$ cat config.mk
export PLATFORM = sky130hd
export DESIGN_NAME = vpwfl_link
export DESIGN_NICKNAME = d
export VERILOG_FILES = /design/src/hdl/vpwfl_link.v /design/src/hdl/vpwfl_crc8.v
export VERILOG_INCLUDE_DIRS = /design/src /design/src/hdl
export SDC_FILE = /design/constraint.sdc
export NUM_CORES = 1
export LEC_CHECK = 0
export ABC_CLOCK_PERIOD_IN_PS = 2830
export BUFFER_PORTS_ARGS = -buffer_cell sky130_fd_sc_hd__buf_2
export CAP_MARGIN = 20
export CELL_PAD_IN_SITES_DETAIL_PLACEMENT = 1
export CELL_PAD_IN_SITES_GLOBAL_PLACEMENT = 1
export CORE_MARGIN = 3
export CORE_UTILIZATION = 39
export DETAILED_ROUTE_END_ITERATION = 7
export PLACE_DENSITY_LB_ADDON = 0.1
export SLEW_MARGIN = 20
export SYNTH_ARGS = -nofsm -noshare
export SYNTH_HDL_FRONTEND = slang
export SYNTH_SLANG_ARGS = --single-unit
$ cat constraint.sdc
create_clock -name i_clk -period 2.83 [get_ports i_clk]
set_clock_uncertainty 0.1 [all_clocks]
set_input_delay 0.4245 -clock i_clk [delete_from_list [all_inputs] [get_ports i_clk]]
set_output_delay 0.4245 -clock i_clk [all_outputs]
set_load 0.02 [all_outputs]
$ cat src/hdl/vpwfl_defines.vh
`ifndef VPWFL_DEFINES_VH
`define VPWFL_DEFINES_VH
// Microsecond tick: 40 MHz clock gives 40 cycles per microsecond.
`define VPWFL_CLK_MHZ 40
`define VPWFL_TICK_DIV `VPWFL_CLK_MHZ
// Nominal symbol times in microseconds at normal speed.
`define VPWFL_T_SOF_US 200
`define VPWFL_T_EOD_US 200
`define VPWFL_T_NB_SHORT_US 64
`define VPWFL_T_NB_LONG_US 128
`define VPWFL_T_EOF_US 280
`define VPWFL_T_IFS_US 300
`define VPWFL_T_BRK_US 600
`define VPWFL_T_BIT0_US 64
`define VPWFL_T_BIT1_US 128
// Bit boundary between short and long data symbols.
`define VPWFL_T_BITSPLIT_US 96
// Acceptance tolerance for a symbol, in microseconds.
`define VPWFL_TOL_US 24
`define VPWFL_MAX_BYTES 12
`define VPWFL_CRC_INIT 8'hFF
`define VPWFL_CRC_POLY 8'h1D
`endif

$ cat src/hdl/vpwfl_link.v
`timescale 1ns/10ps
`include "vpwfl_defines.vh"
// Overview of operation
// Frames carry at most twelve bytes; longer received frames get flagged.
// Bytes travel most significant bit first.
// Frame order: idle, start, data, CRC, end of data, normalization, response, end, gap.
// Bus idles low; idle once the inter-frame gap has elapsed.
// Start of frame is a high pulse of about 200 us.
// CRC covers bits after start of frame, never the start pulse.
// CRC accumulator is preset to all ones before each frame.
// A mismatching received CRC raises a CRC error flag; only the data part's CRC is checked, a response CRC is not.
// End of data is a low period of about 200 us.
// Without response, the bus stays low until end of frame qualifies.
// Normalization pulse of 64 or 128 us opens a response and marks CRC.
// Response bytes come from the frame receiver after normalization.
// Low for end-of-frame time during response completes the frame.
// End of frame is a low period of about 280 us.
// A break anywhere abandons the frame in progress.
// Inter-frame separation must elapse before a new frame starts.
// Quad speed shortens all symbol durations by four.
// Loopback returns host transmit data on the receive line.
// Symbols timed by a microsecond tick within a tolerance window.
// CRC is eight bits, customary polynomial, sent inverted.
// Frame status reports CRC error, overlength, break and response at end.
module vpwfl_link (
  input wire i_clk,
  input wire i_resetn,
  input wire i_bus_rx,
  input wire i_tx,
  input wire i_quad_speed_select,
  input wire i_loopback,
  output reg o_rx,
  output reg o_bus_tx,
  output reg o_byte_valid,
  output reg [7:0] o_byte,
  output reg o_byte_in_ifr,
  output reg o_frame_done,
  output reg o_crc_err,
  output reg o_overlength,
  output reg o_break,
  output reg o_ifr_seen,
  output reg o_ifr_long_nb,
  output reg o_bus_idle
);
  localparam ST_IDLE = 3'd0;
  localparam ST_DATA = 3'd1;
  localparam ST_EOD = 3'd2;
  localparam ST_IFR = 3'd3;
  localparam ST_IFS = 3'd4;
  localparam ST_WAIT = 3'd5;

  reg [1:0] rst_sync_reg;
  wire rst;
  reg [5:0] div_reg;
  reg us_tick_reg;
  reg [11:0] len_reg;
  reg bus_reg;
  reg [2:0] state_reg;
  reg [7:0] sh_reg;
  reg [2:0] bit_cnt_reg;
  reg [3:0] byte_cnt_reg;
  reg [7:0] last_byte_reg;
  reg [7:0] crc_before_reg;
  reg crc_bad_reg;
  reg nb_reg;
  reg bit_valid;
  reg bit_val;
  reg crc_init;
  wire [7:0] crc_now;
  wire [11:0] len_s;
  wire edge_seen;
  wire [11:0] t_sof;
  wire [11:0] t_nbl;
  wire [11:0] t_split;
  wire [11:0] t_eod;
  wire [11:0] t_eof;
  wire [11:0] t_ifs;
  wire [11:0] t_brk;
  wire [11:0] t_tol;

  // Reset release through two flip-flops.
  always @(posedge i_clk or negedge i_resetn)
  begin
    if (!i_resetn)
      rst_sync_reg <= 2'b00;
    else
      rst_sync_reg <= {rst_sync_reg[0], 1'b1};
  end
  assign rst = ~rst_sync_reg[1];

  // Scale each nominal time by four in quad speed mode.
  assign t_sof = i_quad_speed_select ? 12'd`VPWFL_T_SOF_US >> 2 : 12'd`VPWFL_T_SOF_US;
  assign t_nbl = i_quad_speed_select ? 12'd`VPWFL_T_NB_LONG_US >> 2 : 12'd`VPWFL_T_NB_LONG_US;
  assign t_split = i_quad_speed_select ? 12'd`VPWFL_T_BITSPLIT_US >> 2 :
    12'd`VPWFL_T_BITSPLIT_US;
  assign t_eod = i_quad_speed_select ? 12'd`VPWFL_T_EOD_US >> 2 : 12'd`VPWFL_T_EOD_US;
  assign t_eof = i_quad_speed_select ? 12'd`VPWFL_T_EOF_US >> 2 : 12'd`VPWFL_T_EOF_US;
  assign t_ifs = i_quad_speed_select ? 12'd`VPWFL_T_IFS_US >> 2 : 12'd`VPWFL_T_IFS_US;
  assign t_brk = i_quad_speed_select ? 12'd`VPWFL_T_BRK_US >> 2 : 12'd`VPWFL_T_BRK_US;
  assign t_tol = i_quad_speed_select ? 12'd`VPWFL_TOL_US >> 2 : 12'd`VPWFL_TOL_US;

  // Microsecond tick from the system clock.
  always @(posedge i_clk or posedge rst)
  begin
    if (rst)
    begin
      div_reg <= 6'h00;
      us_tick_reg <= 1'b0;
    end
    else if (div_reg == 6'd`VPWFL_TICK_DIV - 6'd1)
    begin
      div_reg <= 6'h00;
      us_tick_reg <= 1'b1;
    end
    else
    begin
      div_reg <= div_reg + 6'd1;
      us_tick_reg <= 1'b0;
    end
  end

  assign edge_seen = (i_bus_rx != bus_reg);
  assign len_s = len_reg;

  vpwfl_crc8 u_crc (
    .i_clk(i_clk),
    .i_rst(rst),
    .i_init(crc_init),
    .i_bit_valid(bit_valid),
    .i_bit(bit_val),
    .o_crc(crc_now)
  );

  // Classify each completed pulse of the data or response part, other than the normalization bit, into a data bit.
  always @*
  begin
    bit_valid = 1'b0;
    bit_val = 1'b0;
    crc_init = 1'b0;
    if (edge_seen && bus_reg && state_reg == ST_IDLE && len_s + t_tol >= t_sof)
      crc_init = 1'b1;
    if (edge_seen && (state_reg == ST_DATA || state_reg == ST_IFR) && !nb_reg &&
      len_s < t_sof - t_tol)
    begin
      bit_valid = 1'b1;
      // Long low is 1, long high is 0: passive and active symbols.
      bit_val = (len_s >= t_split) ^ bus_reg;
    end
  end

  // Frame receive engine and pulse width measurement.
  always @(posedge i_clk or posedge rst)
  begin
    if (rst)
    begin
      bus_reg <= 1'b0;
      len_reg <= 12'h000;
      state_reg <= ST_IDLE;
      sh_reg <= 8'h00;
      bit_cnt_reg <= 3'd0;
      byte_cnt_reg <= 4'd0;
      last_byte_reg <= 8'h00;
      crc_before_reg <= 8'hFF;
      crc_bad_reg <= 1'b0;
      nb_reg <= 1'b0;
      o_byte_valid <= 1'b0;
      o_byte <= 8'h00;
      o_byte_in_ifr <= 1'b0;
      o_frame_done <= 1'b0;
      o_crc_err <= 1'b0;
      o_overlength <= 1'b0;
      o_break <= 1'b0;
      o_ifr_seen <= 1'b0;
      o_ifr_long_nb <= 1'b0;
      o_bus_idle <= 1'b0;
    end
    else
    begin
      bus_reg <= i_bus_rx;
      o_byte_valid <= 1'b0;
      o_frame_done <= 1'b0;
      if (edge_seen)
        len_reg <= 12'h000;
      else if (us_tick_reg && len_reg != 12'hFFF)
        len_reg <= len_reg + 12'd1;
      // A long high in any state but ST_WAIT is a break; drop the frame.
      if (bus_reg && len_s >= t_brk && state_reg != ST_WAIT)
      begin
        o_break <= 1'b1;
        o_frame_done <= 1'b1;
        o_bus_idle <= 1'b0;
        state_reg <= ST_WAIT;
      end
      else
      begin
        case (state_reg)
          ST_IDLE:
          begin
            o_bus_idle <= ~bus_reg;
            if (edge_seen && bus_reg && len_s + t_tol >= t_sof)
            begin
              state_reg <= ST_DATA;
              bit_cnt_reg <= 3'd0;
              byte_cnt_reg <= 4'd0;
              o_crc_err <= 1'b0;
              o_overlength <= 1'b0;
              o_break <= 1'b0;
              o_ifr_seen <= 1'b0;
              o_ifr_long_nb <= 1'b0;
              o_byte_in_ifr <= 1'b0;
              o_bus_idle <= 1'b0;
              nb_reg <= 1'b0;
            end
          end
          ST_DATA, ST_IFR:
          begin
            if (bit_valid)
            begin
              sh_reg <= {sh_reg[6:0], bit_val};
              bit_cnt_reg <= bit_cnt_reg + 3'd1;
              if (bit_cnt_reg == 3'd0)
                crc_before_reg <= crc_now; // CRC over all earlier bytes.
              if (bit_cnt_reg == 3'd7)
              begin
                o_byte <= {sh_reg[6:0], bit_val};
                o_byte_valid <= 1'b1;
                o_byte_in_ifr <= (state_reg == ST_IFR);
                last_byte_reg <= {sh_reg[6:0], bit_val};
                if (byte_cnt_reg == 4'd`VPWFL_MAX_BYTES)
                  o_overlength <= 1'b1;
                else
                  byte_cnt_reg <= byte_cnt_reg + 4'd1;
              end
            end
            // Long low ends the data part or the response part.
            if (!bus_reg && state_reg == ST_DATA && len_s >= t_eod - t_tol)
            begin
              state_reg <= ST_EOD;
              // Last byte must equal the inverted CRC of the earlier bytes; shown at frame end.
              crc_bad_reg <= (last_byte_reg != ~crc_before_reg);
            end
            else if (!bus_reg && state_reg == ST_IFR && len_s >= t_eof - t_tol)
            begin
              state_reg <= ST_IFS;
              o_frame_done <= 1'b1;
              o_crc_err <= crc_bad_reg;
            end
          end
          ST_EOD:
          begin
            if (edge_seen && !bus_reg)
            begin
              // Rising edge after end of data is a normalization bit.
              state_reg <= ST_IFR;
              bit_cnt_reg <= 3'd0;
              o_ifr_seen <= 1'b1;
              nb_reg <= 1'b1;
            end
            else if (!bus_reg && len_s >= t_eof - t_tol)
            begin
              state_reg <= ST_IFS;
              o_frame_done <= 1'b1;
              o_crc_err <= crc_bad_reg;
            end
          end
          ST_IFS, ST_WAIT:
          begin
            // Gap must pass with the bus low before idling again.
            if (!bus_reg && len_s >= t_ifs)
              state_reg <= ST_IDLE;
          end
          default:
            state_reg <= ST_IDLE;
        endcase
        // The first falling edge of the response part ends the normalization bit.
        if (state_reg == ST_IFR && nb_reg && edge_seen && bus_reg)
        begin
          nb_reg <= 1'b0;
          o_ifr_long_nb <= (len_s + t_tol >= t_nbl);
        end
      end
    end
  end

  // Transmit path and host receive line, with optional loopback.
  always @(posedge i_clk or posedge rst)
  begin
    if (rst)
    begin
      o_bus_tx <= 1'b0;
      o_rx <= 1'b0;
    end
    else
    begin
      o_bus_tx <= i_tx;
      o_rx <= i_loopback ? i_tx : i_bus_rx;
    end
  end
endmodule // vpwfl_link

$ cat src/hdl/vpwfl_crc8.v
`timescale 1ns/10ps
`include "vpwfl_defines.vh"
// Serial CRC-8 accumulator, one bit per strobe, most significant bit first.
module vpwfl_crc8 (
  input wire i_clk,
  input wire i_rst,
  input wire i_init,
  input wire i_bit_valid,
  input wire i_bit,
  output wire [7:0] o_crc
);
  reg [7:0] crc_reg;
  wire fb;
  assign fb = crc_reg[7] ^ i_bit;
  assign o_crc = crc_reg;
  // Preset to all ones, then shift in each bit.
  always @(posedge i_clk or posedge i_rst)
  begin
    if (i_rst)
      crc_reg <= `VPWFL_CRC_INIT;
    else if (i_init)
      crc_reg <= `VPWFL_CRC_INIT;
    else if (i_bit_valid)
      crc_reg <= {crc_reg[6:0], 1'b0} ^ (fb ? `VPWFL_CRC_POLY : 8'h00);
  end
endmodule // vpwfl_crc8

==> flow_metrics.env, run 1 <==
export IMPL_clkLatencyLatePin_ns=0.35
export IMPL_grt_use_total_pct=21.1
export IMPL_synthTopCellsByArea="dfrtp_1 (32%), ha_1 (9.0%), dfstp_2 (8.9%)"
export IMPL_synth_xor_area_share_pct=6.38
export IMPL_fin_area_um2=6330
export IMPL_crit_buf_inv=7
export IMPL_wl_met1_um=6410
export IMPL_synth_top_area_share_pct=31.6
export IMPL_route_met3_wl_um=393
export IMPL_ctsRootBufferMaster="clkbuf_16"
export IMPL_clkTransAtPathRegs_ns=0.07
export IMPL_async_flop_share_pct=100
export IMPL_drv_slew=0
export IMPL_drive_gt1_share_pct=39.1
export IMPL_post_route_util_pct=54.3
export IMPL_grt_pass1_wl_um=21900
export IMPL_wl_met2_um=6570
export IMPL_via_per_inst=5.40
export IMPL_place_area_um2=5600
export IMPL_ant_nets=0
export IMPL_wl_per_cell_um=19.2
export IMPL_die_area_um2=13500
export IMPL_drt_first_pass_iters=4
export IMPL_comb_power_share_pct=10.8
export IMPL_layout_setup_ws_ns=-0.568
export IMPL_hold_viol_final=0
export IMPL_worst_slew_pin_transition_ns=0.975
export IMPL_areaGrowthSynthToFinish_pct=33.3
export IMPL_maxCapViolCount=0
export IMPL_worstPathMaxFanout=9
export IMPL_muxShareOfSynthArea_pct=9.33
export IMPL_die_h_um=116
export IMPL_p_sw_uw=719
export IMPL_violations="negative setup slack"
export IMPL_setup_viol_count_final=25
export IMPL_fmax_mhz=294
export IMPL_finalCritPeriodShare_pct=120
export IMPL_seq_area_frac_synth_pct=40.5
export IMPL_initial_core_util_pct=40.7
export IMPL_crit_required_ns=3.00
export IMPL_io_buffers=24
export IMPL_startpoint_type="input pin"
export IMPL_largest_reg_flops=12
export IMPL_highest_layer="met4"
export IMPL_synth_edf_count=0
export IMPL_path_cells="buf_2 > clkinvlp_4 > buf_4 > ha_4 > a21o_1 > a221o_1 > nand2_2 > ha_4 > a21o_1 > nand2_1 > o211ai_1 > buf_4 > buf_6 > a211oi_4 > buf_4 > or2_4 > buf_12 > o211ai_1"
export IMPL_hold_class="input pin to flop"
export IMPL_crit_type="input pin to flop"
export IMPL_ir_drop_mv=0.388
export IMPL_crit_family="compound AO/OA/AOI/OAI gates"
export IMPL_first_global_vias=4102
export IMPL_synth_area_leader_cell="dfrtp_1"
export IMPL_synth_area_um2=4750
export IMPL_worstPathArrival_ns=3.57
export IMPL_cts_tree="done"
export IMPL_dp_slack_ns=-0.852
export IMPL_tns_ns=-12.68
export IMPL_fin_nets=607
export IMPL_r2r_cells=18
export IMPL_max_slew_margin_pct=35.0
export IMPL_diodes=0
export IMPL_ys_warn_count=0
export IMPL_dp_hpwl_um=9740
export IMPL_syn_area_per_cell_um2=10.5
export IMPL_io_pins=25
export IMPL_via_count=3856
export IMPL_cellLeakagePower_nw=3.06
export IMPL_cts_htree_levels=3
export IMPL_gp_congestion=0.882
export IMPL_clock_sinks=76
export IMPL_rows=39
export IMPL_synth_compound_area_share_pct=13.5
export IMPL_cts_buffer_depth=2
export IMPL_powerDensity_nw_per_um2=442
export IMPL_crit_slowest_cell="a221o_1"
export IMPL_drt_iter0_markers=149
export IMPL_min_period_ns=3.40
export IMPL_clock_power_share_pct=46.4
export IMPL_grt_antenna_before_repair=0
export IMPL_ys_ff_latch=76
export IMPL_power_frac_seq_pct=42.8
export IMPL_min_path_cells=1
export IMPL_cp_depth=18
export IMPL_sw_frac_of_total_pct=25.7
export IMPL_intPower_mw=2.08
export IMPL_synthCells=450
export IMPL_cp_end_kind="flop"
export IMPL_core_area_um2=11700
export IMPL_die_w_um=116
export IMPL_crit_path_frequent_cell="buf_4"
export IMPL_synth_cell_type_count=75
export IMPL_grt_max_degree=75
export IMPL_synth_fa_ha_area_share_pct=9.38
export IMPL_synth_top_family_by_area="simple AND/OR/NAND/NOR gates"
export IMPL_drcViolationCount=0
export IMPL_drt_wl_total_um=13700
export IMPL_grt_overflow_total=0
export IMPL_yosys_area_share_simple_pct=16.9
export IMPL_ys_flop_type="dfrtp_1"
export IMPL_rsz0062_at_grt="yes"
export IMPL_cts_buffers=9
export IMPL_outcome="complete, but fails checks"
export IMPL_cpPeakStageDelay_ns=0.42
export IMPL_synth_net_count=491
## worst reg2reg max path: cells and delay by family, from the launching register on
family / cells / cell delay (ns)
compound gates: 6 / 1.09
simple gates: 4 / 0.46
flops: 1 / 0.38
buf+inv: 6 / 0.78
fa+ha+maj: 2 / 0.48
## power by group through the flow
stage          combinational (mW)  sequential (mW)  clock (mW)
2_1_floorplan               0.152             1.21           0
3_3_place_gp                0.259             1.21           0
3_5_place_dp                0.268             1.22           0
4_1_cts                     0.286             1.20        1.33
5_1_grt                     0.335             1.21        1.38
6_report                    0.303             1.20        1.30
## routing by layer
metal / GRT usage [%] / vias up
li1: - / 1849
met1: 28.2 / 1929
met2: 33.7 / 52
met3: 3.94 / 26
met4: 8.66 / 0
met5: 0 / -
## through the flow
stage	std cells	total power, mW	hold WS, ns
2_1_floorplan	450	1.36	0.0289
3_3_place_gp	673	1.47	0.109
3_5_place_dp	673	1.48	0.112
4_1_cts	707	2.81	0.0846
5_1_grt	714	2.92	0.0890
6_report	714	2.79	0.101
## placed cells by master, fill, tap and decap left out, types with 16 or more instances in the layout
master,Yosys,layout
buf_4,0,82
dfrtp_1,60,58
ha_1,34,28
nor2_1,26,25
nand2_1,26,24
buf_2,2,24
inv_1,26,23
xnor2_1,17,17
mux2_2,17,17
dfstp_2,16,16
## synthesized netlist by cell type, types with 3 or more instances
cell type  instances
o211ai_1          11
o31ai_1            3
xor2_1            15
nor2b_1            8
ha_1              34
or3_1              5
nand4_1            9
and3_1             5
and2_1            11
a21o_1             4
nand3_1            8
nand2_1           26
clkbuf_1          11
mux2_2            17
inv_1             26
buf_6              3
a211oi_1           3
dfstp_2           16
xnor2_1           17
mux2_4             8
o21a_1             4
nor2_1            26
dfrtp_1           60
nor3_1            10
o2111ai_1          3
a21oi_1           10
o21ai_0           13
nor4_1             4
nand3b_1           3
mux2i_1           12
nand2b_1           9
## cell type report
type	instances	area [um^2]
timing repair buffer	122	941
inverter	26	101
tap	143	179
fill	1264	5330
clock buffer	9	225
sequential	76	1930
clock inverter	7	105
multi-input combinational	331	2850
## cells by family after synthesis
kind of cell / count (synthesis)
simple gates: 142
compound gates: 82
flops: 76
buf+inv: 43
mux: 38
fa+ha+maj: 35
xor+xnor: 33
other cells: 1
## what timing repair did
action                                 in CTS  in global routing
endpoints found under the hold margin       2                  0
setup endpoints to repair                  26                 34
pin swaps                                  15                 14
hold buffers                                1                  0
setup buffers                              20                 14
gates resized for setup                    22                 24
## worst paths after layout
kind                                startpoint  slack [ns]               to
setup / recovery           i_quad_speed_select       -0.57   u_crc.o_crc[4]
hold / removal                            i_tx        0.10         o_bus_tx
setup reg to reg                    len_reg[1]       -0.54   u_crc.o_crc[4]
hold reg to reg                rst_sync_reg[0]        0.26  rst_sync_reg[1]
max in group asynchronous      rst_sync_reg[1]        1.54       len_reg[2]
min in group asynchronous             i_resetn        0.29  rst_sync_reg[1]
No activity file was read; power rests on OpenSTA's default activity.
==> run 2: changes to the inputs <==
--- a/config.mk
+++ b/config.mk
@@ -8,3 +8,3 @@
 export LEC_CHECK = 0
-export ABC_CLOCK_PERIOD_IN_PS = 2830
+export ABC_CLOCK_PERIOD_IN_PS = 3100
 export BUFFER_PORTS_ARGS = -buffer_cell sky130_fd_sc_hd__buf_2
==> constraint.sdc (replaced) <==
create_clock -name i_clk -period 3.1 [get_ports i_clk]
set_clock_uncertainty 0.1 [all_clocks]
set_input_delay 0.465 -clock i_clk [delete_from_list [all_inputs] [get_ports i_clk]]
set_output_delay 0.465 -clock i_clk [all_outputs]
set_load 0.01 [all_outputs]
==> run 2 against run 1 <==
Net effect: the flow still finishes with violations (negative setup slack); non-clock buffer count shrank 31; global-route usage is essentially flat; critical path depth decreased by 1; sequential power decreased by 9%; highest routed layer unchanged.
==> flow_metrics.env, run 2 (synthesis results as in run 1) <==
export IMPL_drive_gt1_share_pct=35.6
export IMPL_max_slew_margin_pct=36.3
export IMPL_io_pins=25
export IMPL_grt_antenna_before_repair=0
export IMPL_dp_slack_ns=-0.615
export IMPL_hold_viol_final=0
export IMPL_crit_type="input pin to flop"
export IMPL_violations="negative setup slack"
export IMPL_clkTransAtPathRegs_ns=0.06
export IMPL_cts_htree_levels=3
export IMPL_rrSetupSlack_ns=-0.18
export IMPL_die_area_um2=13500
export IMPL_post_route_util_pct=51.8
export IMPL_fin_area_um2=6050
export IMPL_die_h_um=116
export IMPL_first_global_vias=4116
export IMPL_wl_per_cell_um=18.9
export IMPL_drcViolationCount=0
export IMPL_gp_congestion=0.857
export IMPL_cts_buffers=9
export IMPL_hold_class="input pin to flop"
export IMPL_via_per_inst=5.45
export IMPL_grt_use_total_pct=21.1
export IMPL_cts_tree="done"
export IMPL_crit_buf_inv=6
export IMPL_initial_core_util_pct=40.7
export IMPL_worst_slew_pin_transition_ns=0.955
export IMPL_dp_hpwl_um=9430
export IMPL_io_buffers=24
export IMPL_clock_sinks=76
export IMPL_r2r_end="o_crc_err"
export IMPL_layout_cells_most_common_list="dfrtp_1 (59), buf_4 (59), ha_1 (29)"
export IMPL_rsz0062_at_grt="yes"
export IMPL_worstPathMaxFanout=6
export IMPL_drv_slew=0
export IMPL_ir_drop_mv=0.292
export IMPL_rows=39
export IMPL_via_count=3720
export IMPL_cellLeakagePower_nw=2.89
export IMPL_grt_pass1_wl_um=22000
export IMPL_die_w_um=116
export IMPL_fmax_mhz=303
export IMPL_clkLatencyLatePin_ns=0.35
export IMPL_crit_slowest_cell="a2111oi_4"
export IMPL_fin_nets=576
export IMPL_min_period_ns=3.30
export IMPL_crit_required_ns=3.22
export IMPL_crit_path_frequent_cell="buf_4"
export IMPL_areaGrowthSynthToFinish_pct=27.4
export IMPL_core_area_um2=11700
export IMPL_ctsRootBufferMaster="clkbuf_16"
export IMPL_largest_reg_flops=12
export IMPL_grt_max_degree=75
export IMPL_place_area_um2=5520
export IMPL_min_delay_worst_endpoint="o_bus_tx"
export IMPL_powerDensity_nw_per_um2=389
export IMPL_path_cells="buf_2 > clkinvlp_4 > buf_4 > ha_4 > nor2_1 > a21oi_4 > buf_4 > xnor2_1 > ha_1 > and2_4 > o2111ai_2 > o211ai_1 > buf_4 > a2111oi_4 > buf_4 > nor4_4 > mux2i_1"
export IMPL_drt_iter0_markers=210
export IMPL_layout_setup_ws_ns=-0.201
export IMPL_setup_viol_count_final=25
export IMPL_finalCritPeriodShare_pct=106
export IMPL_worstPathArrival_ns=3.42
export IMPL_cp_end_kind="flop"
export IMPL_crit_family="buffers and inverters"
export IMPL_ant_nets=0
export IMPL_diodes=0
export IMPL_hp_start="i_tx"
export IMPL_cts_buffer_depth=2
export IMPL_stdcell_count=683
export IMPL_r2r_cells=15
export IMPL_maxCapViolCount=0
export IMPL_cpPeakStageDelay_ns=0.38
export IMPL_drt_wl_total_um=12900
export IMPL_tns_ns=-2.82
export IMPL_dp_cells=660
export IMPL_min_path_cells=1
export IMPL_grt_overflow_total=0
export IMPL_timing_rr_start="len_reg[2]"
export IMPL_startpoint_type="input pin"
export IMPL_outcome="complete, but fails checks"
export IMPL_drt_first_pass_iters=4
[run 2: cell count changes in the layout (fill, tap and decap cells not counted), sizes merged]
cell	change
bufinv	-2
clkbuf	+1
clkinvlp	-1
inv	-2
buf	-31
clkinv	+4
[run 2: cell type report]
type,count,area (um^2)
clock buffer,10,239
clock inverter,6,45.0
fill,1310,5620
inverter,26,101
multi-input combinational,331,2890
sequential,76,1930
tap,143,179
timing repair buffer,91,669
[run 2: how the worst max path moves through the flow]
stage | from | to | cells past startpoint
global route | i_quad_speed_select | o_byte_in_ifr | 16
CTS | len_reg[1] | o_byte_in_ifr | 16
finish | i_quad_speed_select | o_crc_err | 17
floorplan | i_quad_speed_select | o_byte_in_ifr | 13
detailed placement | i_quad_speed_select | o_byte_valid | 17
global placement | i_quad_speed_select | o_byte_valid | 17
[run 2: repair_timing]
| action | 4_1_cts | 5_1_grt |
|---|---|---|
| hold endpoints to repair | 2 | 0 |
| pin swaps | 22 | 10 |
| setup endpoints to repair | 25 | 33 |
| cloned | 0 | 0 |
| gates resized for setup | 27 | 9 |
| hold buffers | 1 | 0 |
| buffers inserted | 11 | 2 |
[run 2: metal layers]
layer	part of all wire [%]	track usage [%]	wire, um
met1	48	28.7	6230
met4	1.6	7.58	210
met3	2.4	3.37	315
met2	48	34.2	6120
met5	0	0	0
[run 2: where the power goes]
group	switching, mW	internal (mW)	total, mW
sequential	0.0543	1.04	1.09
combinational	0.123	0.122	0.245
clock	0.444	0.569	1.01
total	0.621	1.73	2.35
[run 2: worst register-to-register path, stage by stage (launching register included)]
cell and delay, ns:
dfrtp_1 0.38, buf_4 0.16, ha_4 0.26, nor2b_1 0.05, or2_4 0.23, a21oi_2 0.17
xnor2_2 0.15, ha_1 0.28, and4b_1 0.20, a21oi_2 0.13, o211ai_1 0.10, buf_4 0.17
a2111oi_4 0.38, buf_4 0.21, nor4_4 0.04, mux2i_1 0.14
[run 2: stage by stage]
stage               total power [mW]  hold slack, ns
CTS                             2.39           0.127
global route                    2.48           0.127
global placement                1.32           0.149
floorplan                       1.24          0.0694
detailed placement              1.33           0.150
finish                          2.35           0.140
